**src/ewwrf_defines.svh**
```systemverilog
// register offsets, field positions, reset values and timing counts of the guard timer
`ifndef EWWRF_DEFINES_SVH
`define EWWRF_DEFINES_SVH

`define EWWRF_ADDR_RESET_CAUSE 8'h55
`define EWWRF_ADDR_CONTROL 8'h60

`define EWWRF_CTL_IRQ_FLAG 7
`define EWWRF_CTL_IRQ_EN 6
`define EWWRF_CTL_PRE_HI 5
`define EWWRF_CTL_CHG_EN 4
`define EWWRF_CTL_RST_EN 3
`define EWWRF_CTL_PRE_LO_MSB 2

`define EWWRF_CAUSE_GUARD 3
`define EWWRF_CAUSE_BROWNOUT 2
`define EWWRF_CAUSE_PIN 1
`define EWWRF_CAUSE_POWERUP 0
`define EWWRF_CAUSE_POR_VALUE 4'h1

`define EWWRF_OSC_FREQ_KHZ 128
`define EWWRF_SYS_FREQ_KHZ 10000
`define EWWRF_CHANGE_WINDOW 3'h4
`define EWWRF_BASE_TIMEOUT 21'h000800
`define EWWRF_PRESCALE_MAX 4'h9

`endif

```
**src/ewwrf_pkg.sv**
```systemverilog
// mode type used by the guard timer module
package ewwrf_pkg;

  typedef enum logic [3:0] {
    EWWRF_MODE_STOPPED  = 4'b0001,
    EWWRF_MODE_IRQ      = 4'b0010,
    EWWRF_MODE_RESET    = 4'b0100,
    EWWRF_MODE_COMBINED = 4'b1000
  } ewwrf_mode_t;

endpackage : ewwrf_pkg

```
**src/ewwrf_sync.sv**
```systemverilog
// two-flop level synchroniser
`timescale 1ns/10ps

module ewwrf_sync (
  input wire logic i_sys_clk,
  input wire logic i_reset,
  input wire logic i_async,
  output logic o_sync
);

  logic meta_reg;

  // first flop feeds only the second one
  always_ff @(posedge i_sys_clk) begin
    if (i_reset) begin
      meta_reg <= 1'b0;
      o_sync <= 1'b0;
    end else begin
      meta_reg <= i_async;
      o_sync <= meta_reg;
    end
  end

endmodule : ewwrf_sync

```
**src/ewwrf_guard_timer.sv**
```systemverilog
// guard timer with reset-cause flags, timed change sequence and register port
// Functional notes
// (RULE_01) counter advances on edges of the separate 128 kHz oscillator
// (RULE_02) restart clears counter; otherwise interrupt or reset at time-out
// (RULE_03) interrupt mode raises a request at expiry that can wake from sleep
// (RULE_04) reset mode asserts system reset at expiry
// (RULE_05) combined mode: first expiry interrupts, later expiry resets
// (RULE_06) always-on fuse forces reset enable to 1 and interrupt enable to 0
// (RULE_07) software opens a change with change enable and reset enable both one
// (RULE_08) reset-enable clear or prescaler change accepted only in four-cycle window
// (RULE_09) time-out spans about 16 ms up to about 8 s
// (RULE_10) software restarts before shortening the prescaler
// (RULE_11) guard reset flag bit 3: set by guard reset, cleared by power-on or zero
// (RULE_12) brown-out flag bit 2: set by brown-out, cleared by power-on or zero
// (RULE_13) pin reset flag bit 1: set by pin reset, cleared by power-on or zero
// (RULE_14) power-up flag bit 0: set by power-on, cleared only by writing zero
// (RULE_15) reset-cause bits 7..4 read as zero
// (RULE_16) control layout: flag, irq en, pre3, change en, reset en, pre2..0
// (RULE_17) interrupt flag sets on time-out, cleared by vector or by writing one
// (RULE_18) interrupt taken only with global enable and irq enable both set
// (RULE_19) accidental enable resets and stays enabled after the reset
// (RULE_20) start-up code clears guard reset flag and reset enable
// (RULE_21) software reads then clears reset-cause early after start-up
// (RULE_22) while guard reset flag is set reset enable reads one
// (RULE_23) four prescaler bits select 2048 to 1048576 cycles, codes above nine reserved
// (RULE_24) change enable self-clears four system cycles after being written
// (RULE_25) vector in combined mode clears irq enable and flag
// (RULE_26) oscillator brought safely into the system clock domain
//
// The plain strobed port was left to the implementer.
`timescale 1ns/10ps
`include "ewwrf_defines.svh"

module ewwrf_guard_timer #(
  parameter int CNT_W = 20,
  parameter int PRE_W = 4
) (
  input wire logic i_sys_clk,
  input wire logic i_reset,
  input wire logic [7:0] i_addr,
  input wire logic [7:0] i_wdata,
  input wire logic i_wr,
  input wire logic i_rd,
  input wire logic i_guard_osc,
  input wire logic i_guard_restart,
  input wire logic i_guard_always_on_fuse,
  input wire logic i_global_irq_enable,
  input wire logic i_irq_vector_taken,
  input wire logic i_brownout_reset,
  input wire logic i_pin_reset,
  output logic [7:0] o_rdata,
  output logic o_guard_irq,
  output logic o_guard_wake,
  output logic o_guard_system_reset,
  output logic o_guard_running
);

  // state

  logic irq_flag_reg;
  logic irq_flag_next;
  logic irq_en_reg;
  logic irq_en_next;
  logic rst_en_reg;
  logic rst_en_next;
  logic [PRE_W-1:0] pre_reg;
  logic [PRE_W-1:0] pre_next;
  logic [2:0] win_reg;
  logic [2:0] win_next;
  logic [CNT_W-1:0] cnt_reg;
  logic [CNT_W-1:0] cnt_next;
  logic [3:0] cause_reg;
  logic [3:0] cause_next;
  logic osc_prev_reg;
  logic [7:0] rdata_next;
  logic irq_out_next;
  logic wake_next;
  logic sys_reset_next;

  // oscillator edge detect

  logic osc_sync_w;
  logic tick_w;

  ewwrf_sync u_osc_sync (
    .i_sys_clk(i_sys_clk),
    .i_reset(i_reset),
    .i_async(i_guard_osc),
    .o_sync(osc_sync_w)
  ); // [RULE_26]

  // edge detector looks only at the second flop
  assign tick_w = osc_sync_w & ~osc_prev_reg; // [RULE_01] [RULE_26]

  always_ff @(posedge i_sys_clk) begin
    if (i_reset) begin
      osc_prev_reg <= 1'b0;
    end else begin
      osc_prev_reg <= osc_sync_w;
    end
  end

  // register port decode

  logic hit_ctl_w;
  logic hit_cause_w;
  logic wr_ctl_w;
  logic wr_cause_w;
  logic open_w;
  logic in_win_w;
  logic commit_w;
  logic w1c_flag_w;

  assign hit_ctl_w = (i_addr == `EWWRF_ADDR_CONTROL);
  assign hit_cause_w = (i_addr == `EWWRF_ADDR_RESET_CAUSE);
  assign wr_ctl_w = i_wr & hit_ctl_w;
  assign wr_cause_w = i_wr & hit_cause_w;
  assign in_win_w = (win_reg != 3'h0);
  // opening write needs both bits in one go
  assign open_w = wr_ctl_w & i_wdata[`EWWRF_CTL_CHG_EN] & i_wdata[`EWWRF_CTL_RST_EN]; // [RULE_07]
  // second write inside the window, change enable cleared
  assign commit_w = wr_ctl_w & in_win_w & ~i_wdata[`EWWRF_CTL_CHG_EN]; // [RULE_08]
  assign w1c_flag_w = wr_ctl_w & i_wdata[`EWWRF_CTL_IRQ_FLAG]; // [RULE_17]

  // chip-wide resets other than power-on restore control but keep the cause flags
  logic chip_reset_w;
  assign chip_reset_w = i_brownout_reset | i_pin_reset | o_guard_system_reset;

  // effective mode

  logic eff_rst_en_w;
  logic eff_irq_en_w;
  logic running_w;
  ewwrf_pkg::ewwrf_mode_t mode_w;

  // flag and fuse both pin reset enable high, so a stray enable survives its own reset
  assign eff_rst_en_w = rst_en_reg | cause_reg[`EWWRF_CAUSE_GUARD] | i_guard_always_on_fuse; // [RULE_06] [RULE_19] [RULE_22]
  assign eff_irq_en_w = irq_en_reg & ~i_guard_always_on_fuse; // [RULE_06]
  assign running_w = eff_rst_en_w | eff_irq_en_w;

  assign mode_w = ({eff_rst_en_w, eff_irq_en_w} == 2'b11) ? ewwrf_pkg::EWWRF_MODE_COMBINED :
                  ({eff_rst_en_w, eff_irq_en_w} == 2'b10) ? ewwrf_pkg::EWWRF_MODE_RESET :
                  ({eff_rst_en_w, eff_irq_en_w} == 2'b01) ? ewwrf_pkg::EWWRF_MODE_IRQ :
                  ewwrf_pkg::EWWRF_MODE_STOPPED;

  // time-out selection

  logic [PRE_W-1:0] pre_eff_w;
  logic [20:0] limit_w;
  logic [CNT_W-1:0] limit_m1_w;
  logic expire_w;

  // reserved codes behave as the longest setting rather than wrapping short
  assign pre_eff_w = (pre_reg > `EWWRF_PRESCALE_MAX) ? `EWWRF_PRESCALE_MAX : pre_reg; // [RULE_23]
  assign limit_w = `EWWRF_BASE_TIMEOUT << pre_eff_w; // [RULE_09] [RULE_23]
  assign limit_m1_w = CNT_W'(limit_w - 21'h000001);
  assign expire_w = running_w & tick_w & (cnt_reg == limit_m1_w);

  // counter

  always_comb begin
    if (chip_reset_w || i_guard_restart || !running_w || expire_w) begin
      cnt_next = '0; // [RULE_02]
    end else if (tick_w) begin
      cnt_next = cnt_reg + CNT_W'(1); // [RULE_01]
    end else begin
      cnt_next = cnt_reg;
    end
  end

  always_ff @(posedge i_sys_clk) begin
    if (i_reset) begin
      cnt_reg <= '0;
    end else begin
      cnt_reg <= cnt_next;
    end
  end

  // timed change window

  always_comb begin
    if (chip_reset_w) begin
      win_next = 3'h0;
    end else if (open_w) begin
      win_next = `EWWRF_CHANGE_WINDOW; // [RULE_24]
    end else if (commit_w) begin
      win_next = 3'h0;
    end else if (in_win_w) begin
      win_next = win_reg - 3'h1; // [RULE_24]
    end else begin
      win_next = 3'h0;
    end
  end

  always_ff @(posedge i_sys_clk) begin
    if (i_reset) begin
      win_reg <= 3'h0;
    end else begin
      win_reg <= win_next;
    end
  end

  // reset enable and prescaler

  always_comb begin
    rst_en_next = rst_en_reg;
    pre_next = pre_reg;
    if (chip_reset_w) begin
      rst_en_next = 1'b0;
      pre_next = '0;
    end else if (commit_w) begin
      rst_en_next = i_wdata[`EWWRF_CTL_RST_EN]; // [RULE_08]
      pre_next = {i_wdata[`EWWRF_CTL_PRE_HI], i_wdata[`EWWRF_CTL_PRE_LO_MSB:0]}; // [RULE_08] [RULE_16]
    end else if (wr_ctl_w) begin
      // outside the window a write may only set reset enable
      rst_en_next = rst_en_reg | i_wdata[`EWWRF_CTL_RST_EN]; // [RULE_08]
    end
  end

  always_ff @(posedge i_sys_clk) begin
    if (i_reset) begin
      rst_en_reg <= 1'b0;
      pre_reg <= '0;
    end else begin
      rst_en_reg <= rst_en_next;
      pre_reg <= pre_next;
    end
  end

  // interrupt enable and flag

  logic vec_clear_en_w;
  assign vec_clear_en_w = i_irq_vector_taken & (mode_w == ewwrf_pkg::EWWRF_MODE_COMBINED);

  always_comb begin
    if (chip_reset_w) begin
      irq_en_next = 1'b0;
    end else if (vec_clear_en_w) begin
      irq_en_next = 1'b0; // [RULE_25]
    end else if (wr_ctl_w) begin
      irq_en_next = i_wdata[`EWWRF_CTL_IRQ_EN];
    end else begin
      irq_en_next = irq_en_reg;
    end
  end

  // a time-out in the clearing cycle still lands
  always_comb begin
    if (chip_reset_w) begin
      irq_flag_next = 1'b0;
    end else if (expire_w && eff_irq_en_w) begin
      irq_flag_next = 1'b1; // [RULE_03] [RULE_05] [RULE_17]
    end else if (i_irq_vector_taken || w1c_flag_w) begin
      irq_flag_next = 1'b0; // [RULE_17] [RULE_25]
    end else begin
      irq_flag_next = irq_flag_reg;
    end
  end

  always_ff @(posedge i_sys_clk) begin
    if (i_reset) begin
      irq_en_reg <= 1'b0;
      irq_flag_reg <= 1'b0;
    end else begin
      irq_en_reg <= irq_en_next;
      irq_flag_reg <= irq_flag_next;
    end
  end

  // expiry action

  always_comb begin
    sys_reset_next = 1'b0;
    if (expire_w) begin
      unique case (mode_w)
        ewwrf_pkg::EWWRF_MODE_STOPPED: sys_reset_next = 1'b0;
        ewwrf_pkg::EWWRF_MODE_IRQ: sys_reset_next = 1'b0; // [RULE_03]
        ewwrf_pkg::EWWRF_MODE_RESET: sys_reset_next = 1'b1; // [RULE_04] [RULE_19]
        // a second expiry with the vector still unserved resets
        ewwrf_pkg::EWWRF_MODE_COMBINED: sys_reset_next = irq_flag_reg; // [RULE_05]
      endcase
    end
  end

  // request gated by both enables; wake does not need the global bit
  assign irq_out_next = irq_flag_reg & eff_irq_en_w & i_global_irq_enable; // [RULE_18]
  assign wake_next = irq_flag_reg & eff_irq_en_w; // [RULE_03]

  always_ff @(posedge i_sys_clk) begin
    if (i_reset) begin
      o_guard_system_reset <= 1'b0;
      o_guard_irq <= 1'b0;
      o_guard_wake <= 1'b0;
      o_guard_running <= 1'b0;
    end else begin
      o_guard_system_reset <= sys_reset_next & ~o_guard_system_reset;
      o_guard_irq <= irq_out_next & ~chip_reset_w;
      o_guard_wake <= wake_next & ~chip_reset_w;
      o_guard_running <= running_w;
    end
  end

  // reset-cause flags

  logic [3:0] cause_keep_w;
  logic [3:0] cause_set_w;

  // writes can only clear; a one written leaves the flag alone
  assign cause_keep_w = wr_cause_w ? (cause_reg & i_wdata[3:0]) : cause_reg; // [RULE_11] [RULE_12] [RULE_13] [RULE_14]
  assign cause_set_w = {o_guard_system_reset, i_brownout_reset, i_pin_reset, 1'b0}; // [RULE_11] [RULE_12] [RULE_13]

  // power-on clears the three event flags and sets its own
  assign cause_next = cause_keep_w | cause_set_w; // [RULE_14]

  always_ff @(posedge i_sys_clk) begin
    if (i_reset) begin
      cause_reg <= `EWWRF_CAUSE_POR_VALUE; // [RULE_11] [RULE_12] [RULE_13] [RULE_14]
    end else begin
      cause_reg <= cause_next;
    end
  end

  // read data, valid the cycle after the strobe

  logic [7:0] ctl_view_w;
  logic [7:0] cause_view_w;

  assign ctl_view_w = {irq_flag_reg, eff_irq_en_w, pre_reg[3], in_win_w,
                       eff_rst_en_w, pre_reg[2:0]}; // [RULE_16] [RULE_22] [RULE_06]
  assign cause_view_w = {4'h0, cause_reg}; // [RULE_15]

  assign rdata_next = !i_rd ? 8'h00 :
                      hit_ctl_w ? ctl_view_w :
                      hit_cause_w ? cause_view_w :
                      8'h00;

  always_ff @(posedge i_sys_clk) begin
    if (i_reset) begin
      o_rdata <= 8'h00;
    end else begin
      o_rdata <= rdata_next;
    end
  end

endmodule : ewwrf_guard_timer

```
**config.mk**
```make
export PLATFORM = sky130hd
export DESIGN_NAME = ewwrf_guard_timer
export DESIGN_NICKNAME = d
export VERILOG_FILES = /design/src/ewwrf_pkg.sv /design/src/ewwrf_sync.sv /design/src/ewwrf_guard_timer.sv
export VERILOG_INCLUDE_DIRS = /design/src
export SDC_FILE = /design/constraint.sdc
export NUM_CORES = 1
export LEC_CHECK = 0
export BUFFER_PORTS_ARGS = -buffer_cell sky130_fd_sc_hd__buf_2
export CORE_ASPECT_RATIO = 0.9
export CORE_MARGIN = 4
export CORE_UTILIZATION = 35
export DETAILED_ROUTE_END_ITERATION = 16
export GPL_TIMING_DRIVEN = 0
export PLACE_DENSITY = 0.59
export SLEW_MARGIN = 10
export SYNTH_ARGS = -nofsm -noshare
export SYNTH_HDL_FRONTEND = slang
export SYNTH_SLANG_ARGS = --single-unit
```
**constraint.sdc**
```tcl
create_clock -name i_sys_clk -period 3.6 [get_ports i_sys_clk]
set_input_delay 0.18 -clock i_sys_clk [delete_from_list [all_inputs] [get_ports i_sys_clk]]
set_output_delay 0.18 -clock i_sys_clk [all_outputs]
set_load 0.02 [all_outputs]
```
-- Word level (Yosys, flattened, before mapping)
Index checks and enable logic that the tools add are counted.
- add/subtract/negate cells: 3
- magnitude comparators: 1
- eq/ne operators: 10
- shifts and indexed selects: 1
- multiplexer cells: 16
- bitwise gates (word level): 32
- reduce and logical (&&, ||, !) cells: 15
- operators by type and width (cell ; number):
    $add 20x1->20 const B ; 1
    $eq 20x20->1 ; 1
    $shl 12x4->20 const A ; 1
    $sub 20x1->20 const B ; 1
    $and 1x1->1 ; 17
    $eq 8x7->1 const B ; 2
    $mux 4 ; 4
    $mux 3 ; 4
    $mux 8 ; 1
    $reduce_or 2->1 ; 4
    $not 1->1 ; 7
    $or 1x1->1 ; 6
    $mux 1 ; 5
    $reduce_or 5->1 ; 1
    $and 4x4->4 ; 1
    $eq 2x2->1 const B ; 2
    $eq 4x1->1 const B ; 1
    $eq 4x2->1 const B ; 1
    $eq 4x3->1 const B ; 1
    $eq 4x4->1 const B ; 1
    $gt 4x4->1 const B ; 1
    $logic_or 1x1->1 ; 4
    $or 4x4->4 ; 1
    $reduce_bool 2->1 ; 2
    other kinds (8) ; 8
- register bits after elaboration: 49
- input port bits: 27
- output and inout bits: 12

-- Longest topological paths before layout
- depth in word-level cells: 11
- mapped depth: 11
- mapped depth without buffers: 7

-- Cells and area by module
A second synthesis with hierarchy kept.
- cell total of the unflattened synthesis: 260
- area total of the unflattened synthesis: 2408.6 um^2
- by module, submodules not included (module ; instances ; cells an instance ; area each (um^2)):
    ewwrf_guard_timer ; 1 ; 256 ; 2356.0
    ewwrf_sync ; 1 ; 4 ; 52.6

-- Worst setup path before layout
OpenSTA, ideal clock, no wires.
- path type: register to register
- from: register pre_reg[2]
- to: register cnt_reg[14]
- setup time: 0.132 ns
- arrival: 2.702 ns
- setup slack: 0.766 ns
- cell stages (with the launch flop): 12
- period minus slack after synthesis: 2.834 ns
- path through: dfxtp_1 -> clkbuf_1 -> buf_2 -> or4b_2 -> ha_1 -> clkbuf_1 -> nor4_1 -> o211a_1 -> a221oi_1 -> nor4_4 -> buf_6 -> nor3_1
- word-level cells in the longest chain between the ends: 8
- ends and longest elaborated chain (element ; line ; text):
    from (decl) ; ewwrf_guard_timer.sv:66 ; logic [PRE_W-1:0] pre_reg;
    from (signal assigned) ; ewwrf_guard_timer.sv:226 ; pre_reg <= pre_next;
    $gt 4x4->1 (no source line) ; n/a ;
    $mux 4 (*) ; ewwrf_guard_timer.sv:154 ; assign pre_eff_w = (pre_reg > `EWWRF_PRESCALE_MAX) ? `EWWRF_PRESCALE_MAX : pre_reg;
    $shl 12x4->20 (no source line) (*) ; n/a ;
    $sub 20x1->20 (*) ; ewwrf_guard_timer.sv:156 ; assign limit_m1_w = CNT_W'(limit_w - 21'h000001);
    $eq 20x20->1 (*) ; ewwrf_guard_timer.sv:157 ; assign expire_w = running_w & tick_w & (cnt_reg == limit_m1_w);
    $and 1x1->1 (*) ; ewwrf_guard_timer.sv:157 ;
    $logic_or 1x1->1 (*) ; ewwrf_guard_timer.sv:162 ; if (chip_reset_w || i_guard_restart || !running_w || expire_w) begin
    $reduce_or 2->1 (no source line) (*) ; n/a ;
    to (signal assigned) ; ewwrf_guard_timer.sv:175 ; cnt_reg <= cnt_next;
    to (decl) ; ewwrf_guard_timer.sv:70 ; logic [CNT_W-1:0] cnt_reg;
Every way passes the cells marked *; elsewhere a longest branch is shown, timed or not.
A chain may end at the register's enable or synchronous reset.

-- Worst setup path in the final report
- from: register pre_reg[2]
- to: register cnt_reg[16]
Same word-level chain as after synthesis.

==> metrics.txt <==
Root Driver=clkbuf_8; largest net degree at the start of global routing=15; CTS tree=yes; Resized cells post-CTS=0; Final setup viols=0; # rows=27; final WL=5230 um; maxcap violations=0; Final Util=43.1%; min Tclk post-route=roughly 3.3 ns; Setup CP Type=reg -> reg; dpl cells=380; vias in the first global route=around 1,800; Post-Syn Instances=255; crit path max fanout=10; PD cells=roughly 330 nW/um^2; Setup Fix Bufs, Post-CTS=0; die width=94.2 um; Starting DRT DRC Count=84; routability cong.=0.885; number of CTS-inserted buffers=5; min-delay src=i_global_irq_enable; First-pass DRT Iterations=4; P&R area growth vs syn=16.4%; final period utilization=92.7%; Critical R2R Launch=pre_reg[2]$_SDFFE_PP0P_; crit path launch type=flip-flop; fin. max-slew vios=0; Post-CTS Hold Fix Bufs=0; Post-synth top flop=dfxtp_1; FF-to-FF End=cnt_reg[16]$_SDFFE_PP0P_; # fillers=~650; post-route setup TNS=0 ns; Hold Crit Class=in -> reg; sequential share of the synthesized area=41.9%; ANT cells=0; post-synthesis adder-cell area fraction=about 2.1%; crit end category=flip-flop; Hold EP=o_guard_irq$_SDFF_PP0_; Simple-Gate Fraction of Synth Area=29.2%; Crit path required time=~3.8 ns; I/O pin count=39; clk_skew=0.00677 ns; Post-Synth XOR/XNOR Area=roughly 8.6%; # DRC=0; die height=approximately 86 um; Max VDD drop=roughly 0.00017 V; fin nets=331; initial antenna violation count=0; clk_lat worst skew=between 0.3 and 0.4 ns; Total GRT Usage=between 10% and 20%; status=complete, no violations; number of nets still failing antenna checks after routing=0; Mean Syn Cell Area=9.17 sq um; #FFs+latches synth=49; number of synthesized flops with an enable pin=0; overflow left after global routing=0; WL/cell=roughly 13 um; asr flop ratio synth=0%; H-tree levels=2; vias per cell=5.02; Net Count, Synth=286; port bufs=38; layout cells sized above 1=between 10% and 20%; Power Total=about 0.00090 W; Reg2Reg Setup Slack=between 0.2 and 0.3 ns; largest family of logic cells by synthesized area=simple AND/OR/NAND/NOR gates; max FFs per register=20; Core Box Area=approximately 6300 sq um; mux cell area share after synthesis=about 3%; global-route wire length before repair=8530 um; most common cell after layout, fill and taps aside=dfxtp_1; Critical Path AT=roughly 3.5 ns; Lkg Pwr=roughly 1.1 nW; worst hold path depth=2; Synth warnings=0; Final Hold Viols=0; f_max=approximately 300 MHz; RSZ-0062 raised after global routing=no; Rel. slew slack=between 40% and 50%; Clock transition at path regs=about 0.090 ns; Distinct cells, synth=47; vias=just under 2,000; die area=8050 sq um; CTS Sinks=about 50; non-filler cells, final=between 300 and 400; CTS max path bufs=2; Compound-Gate Fraction of Synth Area=a little over a tenth; most frequent cells in the layout=dfxtp_1 (49), buf_2 (41), nor3_1 (20), nor2_1 (20), xor2_1 (16); Worst-Margin Slew=roughly 0.8 ns; Initial Util=a little under two fifths; synthesized area=roughly 2300 sq um; DPL Wire Length=between 3000 and 4000 um; R2R depth=11
==> synth_stat cells, drive strengths merged, types with 2 or more instances <==
| cell type | n | area, sq um |
|---|---|---|
| a22o | 3 | 26.3 |
| o31ai | 2 | 15.0 |
| inv | 8 | 30.0 |
| o21bai | 2 | 15.0 |
| and3 | 2 | 12.5 |
| nor4 | 7 | 80.1 |
| nor4b | 4 | 50.1 |
| nor2 | 20 | 75.1 |
| xnor2 | 7 | 61.3 |
| dfxtp | 49 | 981 |
| a211oi | 3 | 22.5 |
| mux2i | 7 | 70.1 |
| nand3b | 2 | 15.0 |
| buf | 5 | 37.5 |
| nand3 | 9 | 45.0 |
| or3 | 3 | 18.8 |
| or4 | 3 | 22.5 |
| nand2b | 3 | 18.8 |
| o21ai | 9 | 45.0 |
| xor2 | 16 | 140 |
| and4 | 3 | 26.3 |
| nor2b | 7 | 43.8 |
| and4b | 2 | 20.0 |
| ha | 4 | 50.1 |
| nand4 | 5 | 37.5 |
| clkbuf | 9 | 33.8 |
| a21oi | 11 | 55.1 |
| and2 | 6 | 37.5 |
| nor3 | 20 | 100 |
| or2 | 2 | 12.5 |
| nand2 | 11 | 41.3 |
==> worst max-delay path by stage <==
stage	startpoint	end	slack, ns	depth (start not counted)
final	pre_reg[2]$_SDFFE_PP0P_	cnt_reg[16]$_SDFFE_PP0P_	0.26	11
after global routing	pre_reg[2]$_SDFFE_PP0P_	cnt_reg[16]$_SDFFE_PP0P_	0.02	11
after CTS	pre_reg[2]$_SDFFE_PP0P_	cnt_reg[16]$_SDFFE_PP0P_	0.25	11
after detailed placement	pre_reg[2]$_SDFFE_PP0P_	cnt_reg[16]$_SDFFE_PP0P_	0.30	11
after global placement	pre_reg[2]$_SDFFE_PP0P_	cnt_reg[16]$_SDFFE_PP0P_	0.34	11
after floorplan	pre_reg[2]$_SDFFE_PP0P_	cnt_reg[14]$_SDFFE_PP0P_	0.77	11
==> stage by stage <==
step	hold slack (ns)	setup WS (ns)	instance area, sq um
after global placement	0.390	0.337	2640
after global routing	0.0892	0.0172	2720
final	0.0716	0.264	2720
after CTS	0.0701	0.254	2720
after floorplan	0.292	0.766	2340
after detailed placement	0.394	0.302	2640
==> cell type report <==
type	count	area, sq um	share of cell area, %
clock buffer	7	76.3	2.80
timing repair buffer	38	190	6.99
clock inverter	1	7.51	0.276
buffer	14	71.3	2.62
sequential	49	981	36.0
multi-input combinational	184	1260	46.2
inverter	8	30.0	1.10
tap	87	109	4.00
==> cell families after synthesis <==
family / after synthesis
xor gates and xnor gates: 23
buffers and inverters: 22
DFF: 49
adders and majority gates: 4
and+or+nand+nor: 112
muxes: 7
AOI/OAI and AO/OA: 38
==> metal layers <==
metal | track usage [%] | vias to the layer above | part of all wire [%] | wire (um)
li1 | - | 1004 | - | -
met1 | 18.5 | 902 | 49 | 2580
met2 | 20.0 | 36 | 44 | 2320
met3 | 2.98 | 6 | 4.8 | 249
met4 | 5.64 | 0 | 1.6 | 85
met5 | 0 | - | 0 | 0
==> critical path, stage by stage (launching register included) <==
cell      delay [ns]
dfxtp_1         0.30
clkbuf_1        0.17
buf_2           0.23
or4b_2          0.62
ha_1            0.20
clkbuf_1        0.20
nor4_1          0.29
o211a_1         0.21
a221oi_1        0.08
nor4_4          0.61
buf_6           0.22
nor3_1          0.06
==> where the power goes <==
part / switching, W / internal [W] / leakage, nW
Sequential: 0.00000158 / 0.000545 / 0.396
Clock: 0.000185 / 0.000138 / 0.0385
Combinational: 0.0000183 / 0.0000168 / 0.637
Total: 0.000205 / 0.000700 / 1.07
(Power assumes the default switching activity.)
